`config.mk`:
```
export PLATFORM = sky130hd
export DESIGN_NAME = flash_status_register
export DESIGN_NICKNAME = d
export VERILOG_FILES = /design/src/rtl/flash_status_pkg.sv /design/src/rtl/flash_status_register.sv
export SDC_FILE = /design/constraint.sdc
export NUM_CORES = 1
export LEC_CHECK = 0
export BUFFER_PORTS_ARGS = -buffer_cell sky130_fd_sc_hd__buf_4
export CAP_MARGIN = 20
export CELL_PAD_IN_SITES_DETAIL_PLACEMENT = 1
export CELL_PAD_IN_SITES_GLOBAL_PLACEMENT = 1
export CORE_MARGIN = 2
export CORE_UTILIZATION = 43
export CTS_CLUSTER_DIAMETER = 80
export DETAILED_ROUTE_END_ITERATION = 7
export PLACE_DENSITY_LB_ADDON = 0.1
export SYNTH_ARGS = -nofsm -noshare
export SYNTH_HDL_FRONTEND = slang
export SYNTH_SLANG_ARGS = --single-unit
```
`constraint.sdc`:
```
create_clock -name CLK_I -period 3.4 [get_ports CLK_I]
set_input_delay 0.34 -clock CLK_I [delete_from_list [all_inputs] [get_ports CLK_I]]
set_output_delay 0.34 -clock CLK_I [all_outputs]
set_load 0.03 [all_outputs]
```
`src/rtl/flash_status_pkg.sv`:
```
/*
 holds the constants and types of the flash status word block.
 assumes a single 100 MHz clock domain and a serial host that drives
 chip select, serial clock and serial input from outside that domain.
*/
// How it works
// - byte2 bit7 is zero while busy
// - byte2 bits 6 and 4 read zero
// - byte2 bit5 set when erase/program failed
// - aborted operations leave fail flag clear
// - fail flag refreshed after every operation
// - byte2 bit3 shows lockdown still accepted
// - byte2 bit2 shows buffer two suspended
// - buffer two writes ignored while suspended
// - byte2 bit1 shows buffer one suspended
// - buffer one writes ignored while suspended
// - byte2 bit0 shows an erase suspended
// - compare flag holds latest compare result
// - byte1 carries fixed four-bit capacity code
// - protect flag shows sector protection enabled
// - page flag shows 512 or 528 pages
// - byte2 is read-only to the host
// - status opcode selects serial status output
// - bytes repeat while selected and clocked
// - byte1 bit6 holds compare result
package flash_status_pkg;

   ////////////////////////////////////////////////////////////////////
   // serial command and bit positions
   localparam logic [7:0] STATUS_READ_OP = 8'hD7;  // status read opcode
   localparam logic [2:0] BIT_LAST       = 3'h7;   // last bit of a byte
   localparam int         B1_READY       = 7;      // byte1 ready bit
   localparam int         B1_COMPARE     = 6;      // byte1 compare bit
   localparam int         B1_CODE_LO     = 2;      // byte1 code low bit
   localparam int         B1_PROTECT     = 1;      // byte1 protect bit
   localparam int         B1_PAGE        = 0;      // byte1 page size bit
   localparam int         B2_READY       = 7;      // byte2 ready bit
   localparam int         B2_FAIL        = 5;      // byte2 fail bit
   localparam int         B2_LOCKDOWN    = 3;      // byte2 lockdown bit
   localparam int         B2_SUSP2       = 2;      // byte2 buffer2 suspend
   localparam int         B2_SUSP1       = 1;      // byte2 buffer1 suspend
   localparam int         B2_ERASE       = 0;      // byte2 erase suspend

   ////////////////////////////////////////////////////////////////////
   // values after reset; the capacity code value is arbitrary
   localparam logic [3:0] CAPACITY_CODE  = 4'hA;   // arbitrary code
   localparam logic       RST_FAIL       = 1'h0;   // fail flag
   localparam logic       RST_LOCKDOWN   = 1'h1;   // lockdown allowed
   localparam logic       RST_SUSPEND    = 1'h0;   // suspend flags
   localparam logic       RST_COMPARE    = 1'h0;   // compare flag
   localparam logic [2:0] RST_BITCNT     = 3'h0;   // bit counter

   ////////////////////////////////////////////////////////////////////
   // serial engine states, one-hot
   typedef enum logic [3:0] {
      ST_IDLE   = 4'h1,
      ST_OPCODE = 4'h2,
      ST_SEND   = 4'h4,
      ST_IGNORE = 4'h8
   } link_state_t;

   // flags that the block itself keeps
   typedef struct packed {
      logic compare_differ;            // latest compare mismatched
      logic erase_program_fail;        // last erase/program failed
      logic lockdown_allowed;          // lockdown command accepted
      logic buffer2_program_suspended; // buffer2 program suspended
      logic buffer1_program_suspended; // buffer1 program suspended
      logic erase_held;                // an erase is suspended
   } status_flags_t;

   // one-cycle events from the command engines
   typedef struct packed {
      logic compare_done;    // compare finished
      logic compare_differ;  // its result, valid with compare_done
      logic op_done;         // erase or program finished
      logic op_fail;         // its result, valid with op_done
      logic op_abort;        // erase or program aborted
      logic lockdown_freeze; // lockdown command disabled for good
      logic susp1_set;       // buffer1 program suspended
      logic susp1_clr;       // buffer1 program resumed
      logic susp2_set;       // buffer2 program suspended
      logic susp2_clr;       // buffer2 program resumed
      logic erase_set;       // erase suspended
      logic erase_clr;       // erase resumed
   } status_events_t;

endpackage

```
`src/rtl/flash_status_register.sv`:
```
/*
 status word of the serial flash: keeps the flags, builds both status
 bytes and shifts them out on the serial output after the status read
 opcode, and gates buffer writes while a buffer program is suspended.
 assumes command engines on CLK_I give one-cycle events and levels,
 and a mode 0/3 host whose pins are sampled by CLK_I.
*/
module flash_status_register
   import flash_status_pkg::*;
(
   // clock and reset
   input  wire logic                            CLK_I,
   input  wire logic                            RST_I,
   // serial pins
   input  wire logic                            CS_N_I,
   input  wire logic                            SCK_I,
   input  wire logic                            SI_I,
   output      logic                            SO_O,
   output      logic                            SO_OE_O,
   // engine levels
   input  wire logic                            BUSY_I,
   input  wire logic                            PROTECT_I,
   input  wire logic                            PAGE_512_I,
   // engine events
   input  wire flash_status_pkg::status_events_t EVENTS_I,
   // buffer write gating
   input  wire logic                            BUF1_WR_REQ_I,
   input  wire logic                            BUF2_WR_REQ_I,
   output      logic                            BUF1_WR_EN_O,
   output      logic                            BUF2_WR_EN_O,
   // parallel view of the status word
   output      logic [15:0]                     STATUS_O
);
   import flash_status_pkg::*;

   ////////////////////////////////////////////////////////////////////
   // pin synchronisers and edge detection
   logic [2:0]    sync1_q;     // first stage, read only by stage two
   logic [2:0]    sync2_q;     // second stage: cs_n, sck, si
   logic          sck_prev_q;  // previous synced clock
   wire           cs_act;      // chip selected
   wire           sck_rise;    // host clock rising edge
   wire           sck_fall;    // host clock falling edge
   wire           si_bit;      // synced serial input

   // two flops on every pin before use
   always_ff @(posedge CLK_I) begin
      if (RST_I) begin
         sync1_q    <= 3'h7;
         sync2_q    <= 3'h7;
         sck_prev_q <= 1'h1;
      end else begin
         sync1_q    <= {CS_N_I, SCK_I, SI_I};
         sync2_q    <= sync1_q;
         sck_prev_q <= sync2_q[1];
      end
   end

   assign cs_act   = ~sync2_q[2];
   assign sck_rise = sync2_q[1] & ~sck_prev_q;
   assign sck_fall = ~sync2_q[1] & sck_prev_q;
   assign si_bit   = sync2_q[0];

   ////////////////////////////////////////////////////////////////////
   // status flags
   status_flags_t flags_q;     // kept flags
   status_flags_t flags_d;     // next flags

   // next flag values; events only, never serial reads
   always_comb begin
      flags_d = flags_q;
      // compare result replaced on each finish
      if (EVENTS_I.compare_done) begin
         flags_d.compare_differ = EVENTS_I.compare_differ;
      end
      // every finish refreshes the fail flag
      if (EVENTS_I.op_done) begin
         flags_d.erase_program_fail = EVENTS_I.op_fail;
      end else if (EVENTS_I.op_abort) begin
         // an abort never reports failure
         flags_d.erase_program_fail = 1'h0;
      end
      // lockdown once disabled stays disabled
      if (EVENTS_I.lockdown_freeze) begin
         flags_d.lockdown_allowed = 1'h0;
      end
      // suspend set wins over resume in the same cycle
      if (EVENTS_I.susp1_set) begin
         flags_d.buffer1_program_suspended = 1'h1;
      end else if (EVENTS_I.susp1_clr) begin
         flags_d.buffer1_program_suspended = 1'h0;
      end
      // buffer two suspend
      if (EVENTS_I.susp2_set) begin
         flags_d.buffer2_program_suspended = 1'h1;
      end else if (EVENTS_I.susp2_clr) begin
         flags_d.buffer2_program_suspended = 1'h0;
      end
      // erase suspend
      if (EVENTS_I.erase_set) begin
         flags_d.erase_held = 1'h1;
      end else if (EVENTS_I.erase_clr) begin
         flags_d.erase_held = 1'h0;
      end
   end

   // flag register
   always_ff @(posedge CLK_I) begin
      if (RST_I) begin
         flags_q <= '{RST_COMPARE, RST_FAIL, RST_LOCKDOWN,
                      RST_SUSPEND, RST_SUSPEND, RST_SUSPEND};
      end else begin
         flags_q <= flags_d;
      end
   end

   ////////////////////////////////////////////////////////////////////
   // status bytes, built from live state; no host write path
   logic [7:0]    byte1;       // first status byte
   logic [7:0]    byte2;       // second status byte

   // assemble both bytes
   always_comb begin
      byte1 = 8'h00;
      byte1[B1_READY]                   = ~BUSY_I;
      byte1[B1_COMPARE]                 = flags_q.compare_differ;
      byte1[B1_CODE_LO+3:B1_CODE_LO]    = CAPACITY_CODE;
      byte1[B1_PROTECT]                 = PROTECT_I;
      byte1[B1_PAGE]                    = PAGE_512_I;
      // reserved bits stay zero from the default
      byte2 = 8'h00;
      byte2[B2_READY]                   = ~BUSY_I;
      byte2[B2_FAIL]                    = flags_q.erase_program_fail;
      byte2[B2_LOCKDOWN]                = flags_q.lockdown_allowed;
      byte2[B2_SUSP2]                   = flags_q.buffer2_program_suspended;
      byte2[B2_SUSP1]                   = flags_q.buffer1_program_suspended;
      byte2[B2_ERASE]                   = flags_q.erase_held;
   end

   ////////////////////////////////////////////////////////////////////
   // serial engine
   link_state_t   state_q;     // engine state
   logic [2:0]    bit_q;       // bit within byte
   logic [6:0]    op_sr_q;     // opcode bits taken so far
   logic          byte_sel_q;  // 0 first byte, 1 second byte
   logic [7:0]    out_sr_q;    // remaining bits of current byte
   logic          so_q;        // serial output bit
   logic          oe_q;        // serial output enable
   wire           op_match;    // completed opcode is status read
   wire [7:0]     cur_byte;    // byte that starts now

   assign op_match = ({op_sr_q, si_bit} == STATUS_READ_OP);
   assign cur_byte = byte_sel_q ? byte2 : byte1;

   // state, counters and shifters
   always_ff @(posedge CLK_I) begin
      if (RST_I) begin
         state_q    <= ST_IDLE;
         bit_q      <= RST_BITCNT;
         op_sr_q    <= 7'h00;
         byte_sel_q <= 1'h0;
         out_sr_q   <= 8'h00;
         so_q       <= 1'h0;
         oe_q       <= 1'h0;
      end else if (!cs_act) begin
         // deselect ends any transfer and floats the output
         state_q    <= ST_IDLE;
         bit_q      <= RST_BITCNT;
         byte_sel_q <= 1'h0;
         oe_q       <= 1'h0;
      end else begin
         case (state_q)
            ST_IDLE: begin
               // selected: start taking the opcode
               state_q <= ST_OPCODE;
               bit_q   <= RST_BITCNT;
            end
            ST_OPCODE: begin
               // opcode sampled on rising edges
               if (sck_rise) begin
                  op_sr_q <= {op_sr_q[5:0], si_bit};
                  bit_q   <= bit_q + 3'h1;
                  if (bit_q == BIT_LAST) begin
                     state_q <= op_match ? ST_SEND : ST_IGNORE;
                  end
               end
            end
            ST_SEND: begin
               // bits change on falling edges, msb first
               if (sck_fall) begin
                  oe_q  <= 1'h1;
                  bit_q <= bit_q + 3'h1;
                  if (bit_q == RST_BITCNT) begin
                     // fresh snapshot of live status per byte
                     so_q     <= cur_byte[7];
                     out_sr_q <= {cur_byte[6:0], 1'h0};
                  end else begin
                     so_q     <= out_sr_q[7];
                     out_sr_q <= {out_sr_q[6:0], 1'h0};
                  end
                  // after each byte switch, wrapping back
                  if (bit_q == BIT_LAST) begin
                     byte_sel_q <= ~byte_sel_q;
                  end
               end
            end
            ST_IGNORE: begin
               // other opcodes: stay quiet until deselect
               oe_q <= 1'h0;
            end
            default: begin
               state_q <= ST_IDLE;
            end
         endcase
      end
   end

   assign SO_O    = so_q;
   assign SO_OE_O = oe_q;

   ////////////////////////////////////////////////////////////////////
   // buffer write gating and parallel status
   logic          buf1_en_q;   // buffer1 write allowed
   logic          buf2_en_q;   // buffer2 write allowed
   logic [15:0]   status_q;    // registered status word

   // suspended buffers refuse modification
   always_ff @(posedge CLK_I) begin
      if (RST_I) begin
         buf1_en_q <= 1'h0;
         buf2_en_q <= 1'h0;
         status_q  <= 16'h0000;
      end else begin
         buf1_en_q <= BUF1_WR_REQ_I & ~flags_q.buffer1_program_suspended;
         buf2_en_q <= BUF2_WR_REQ_I & ~flags_q.buffer2_program_suspended;
         status_q  <= {byte1, byte2};
      end
   end

   assign BUF1_WR_EN_O = buf1_en_q;
   assign BUF2_WR_EN_O = buf2_en_q;
   assign STATUS_O     = status_q;

endmodule

```
==> impl_metrics.csv <==
group,metric,value,unit
status,status,"finished, final reports clean",
job,drv_cap,0,
drt,viasPerCell,5.180,
critical_path,critPathRequiredTime,3540,ps
cells_and_area,num_antenna_cells,0,
critical_path,critPathKind,"reg2reg",
sta,maxSlewHeadroom,0.3527,
logic_synthesis,seq_area_frac_synth,0.5084,
cells_and_area,final_cell_mix,"49 x dfxtp_1, 37 x buf_4, 25 x nor2_1",
drt,dr_total_vias,1497,
worst_hold_path,hold_path_class,"in2reg",
drt,drc,0,
cells_and_area,drive_gt1_frac,0.2405,
floorplanning,core-area,0.004324,mm^2
sta,final_hold_viol_count,0,
placed_design,placedCellCount,281,
critical_path,end_kind,"flip-flop",
drt,wl_per_cell,13.97,um
logic_synthesis,synthArstFlopShare,0,
cts,path_clk_slew,80,ps
sta,tns,0,ps
sta,period_needed,2019,ps
cts,cts_hold_repair.buffers,0,
grt,grt_pass1_vias,1557,
floorplanning,num_rows,24,
logic_synthesis,synth_edf_count,0,
sta,skew,3.794,ps
grt,grtUsageTotal,0.1759,
cts,cts_setup_buffers,0,
drt,antenna_left,0,
placed_design,gp_congestion,0.8189,
placed_design,dp_hpwl,2.957,mm
logic_synthesis,synthesis.instances,205,
sta,rsz0062_at_grt,"no",
cts,insertion_delay,290,ps
grt,grt_pass1_wl,7.086,mm
logic_synthesis,synth_area,0.001929,mm^2
drt,routed_wl,4.038,mm
floorplanning,initial_utilization,0.4462,
critical_path,critPathMaxFanout,9,
cts,h-tree-depth,2,
drt,drt_iter0_markers,54,
power,swShare,0.2258,
floorplanning,fp.dieW,70.99,um
power,leakagePower,0.9862,nW
critical_path,start_kind,"flip-flop",
cts,cts_resized,0,
cells_and_area,area_growth_syn_to_layout,18.35,%
cells_and_area,final_common_cell,"dfxtp_1",
logic_synthesis,synthFlopType,"dfxtp_1",
grt,overflow,0,
drt,dr.pass1.iters,5,
cells_and_area,multiInputGateArea,824.5,um^2
cells_and_area,regArea,980.9,um^2
floorplanning,io-pin-count,42,
logic_synthesis,ys_ff_latch,49,
power,p_per_area,458.5,mW/mm^2
power,pwr-share-seq,0.572,
cells_and_area,fin_util,0.5281,
cts,clock-sinks,49,
power,power_frac_comb,0.080,
critical_path,crit_arrival,2160,ps
power,p_sw,0.0002365,W
cells_and_area,nFillCells,509,
power,p_int,0.0008106,W
cts,cts_tree,"done",
sta,fmax,0.4954,GHz
cts,cts-root-buf,"clkbuf_8",
power,ir_drop,0.0002642,V
logic_synthesis,synth.distinct_cells,36,
sta,fin_crit_sh,0.5937,
floorplanning,die-area,0.005039,mm^2
cells_and_area,nets,261,
logic_synthesis,avgSynthCellArea,9.411,um^2
grt,grt_max_degree,42,
grt,antenna_found_initial,0,
sta,finalSetupViolations,0,
sta,drv_slew,0,
power,p_clk_frac,0.349,
placed_design,port_buffers,37,
floorplanning,die_y,70.99,um
cts,cts.path.max_buffers,2,
cts,cts_buffers,5,
cells_and_area,stdcell_count,289,
logic_synthesis,synth_warnings,0,
sta,worst_pin_slew,958.7,ps
per-stage QoR:
stage | instance area (um^2) | total power [W] | hold slack, ps | worst slack (ps)
after floorplan | 1941 | 0.0006619 | 389.5 | 1574
after global placement | 2182 | 0.0006927 | 392.2 | 1533
after detailed placement | 2182 | 0.0006962 | 401.1 | 1398
after CTS | 2283 | 0.001067 | 186.4 | 1377
after global routing | 2283 | 0.001096 | 193.6 | 1163
final | 2283 | 0.001047 | 199.4 | 1381
worst paths after layout:
kind	to	from	slack (ps)	depth (start not counted)
setup / recovery	bit_q[2]$_SDFFE_PP0P_	state_q[1]$_SDFFE_PP0P_	1380	3
hold / removal	STATUS_O[7]$_SDFF_PP0_	BUSY_I	200	2
setup reg to reg	bit_q[2]$_SDFFE_PP0P_	state_q[1]$_SDFFE_PP0P_	1380	3
hold reg to reg	sync2_q[0]$_SDFF_PP1_	sync1_q[0]$_SDFF_PP1_	420	1
synth_stat cells (4+ instances only):
| cell | n | area share |
|---|---|---|
| a21oi_1 | 12 | 0.031 |
| buf_4 | 7 | 0.027 |
| clkbuf_1 | 7 | 0.014 |
| dfxtp_1 | 49 | 0.51 |
| inv_1 | 9 | 0.018 |
| mux2i_1 | 10 | 0.052 |
| nand2_1 | 16 | 0.031 |
| nand3_1 | 7 | 0.018 |
| nand3b_1 | 6 | 0.023 |
| nor2_1 | 25 | 0.049 |
| nor2b_1 | 8 | 0.026 |
| nor3b_1 | 4 | 0.016 |
| o21ai_0 | 7 | 0.018 |
| or2_2 | 8 | 0.026 |
logic make-up after synthesis:
logic type                 share of synthesized area
xor gates and xnor gates                    0.009081
muxes                                        0.05772
other                                       0.001944
DFF                                           0.5084
AOI/OAI and AO/OA                            0.09144
adders and majority gates                    0.01946
and+or+nand+nor                               0.2419
buffers and inverters                        0.07004
metal layers:
metal	global-route usage	up-vias	wire length [um]
met5	0	-	0
met4	0.06289	0	45
met3	0.03989	5	143
met2	0.3178	29	2118
met1	0.2029	722	1730
li1	-	741	-
power by group through the flow:
stage / clock network, W / registers [W] / logic, W
after floorplan: 0 / 0.000623 / 0.0000388
after global placement: 0 / 0.000611 / 0.0000817
after detailed placement: 0 / 0.000612 / 0.0000843
after CTS: 0.000384 / 0.000599 / 0.0000845
after global routing: 0.000404 / 0.000601 / 0.0000913
final: 0.000365 / 0.000598 / 0.0000835
area by class of cell:
type                            instances  share of cell area
Clock buffer                            7             0.04219
Clock inverter                          1            0.002192
Inverter                                9             0.01479
Multi-Input combinational cell        134              0.3611
Sequential cell                        49              0.4296
Tap cell                               52             0.02849
Timing Repair Buffer                   37              0.1216
worst max-delay path: stages (launching register included):
cell and delay [ps]:
dfxtp_1 500, and4bb_1 280, o311ai_0 850, o21ai_0 230
sequential cells by signal, summed over array words and instances (netlist names):
signal and flops:
BUF1_WR_EN_O 1, byte1 1, SO_OE_O 1, sync2_q 3, byte2 5, op_sr_q 7, STATUS_O 10, BUF2_WR_EN_O 1
sync1_q 3, sck_prev_q 1, bit_q 3, SO_O 1, byte_sel_q 1, out_sr_q 7, state_q 4
No activity file was read; power rests on OpenSTA's default activity.
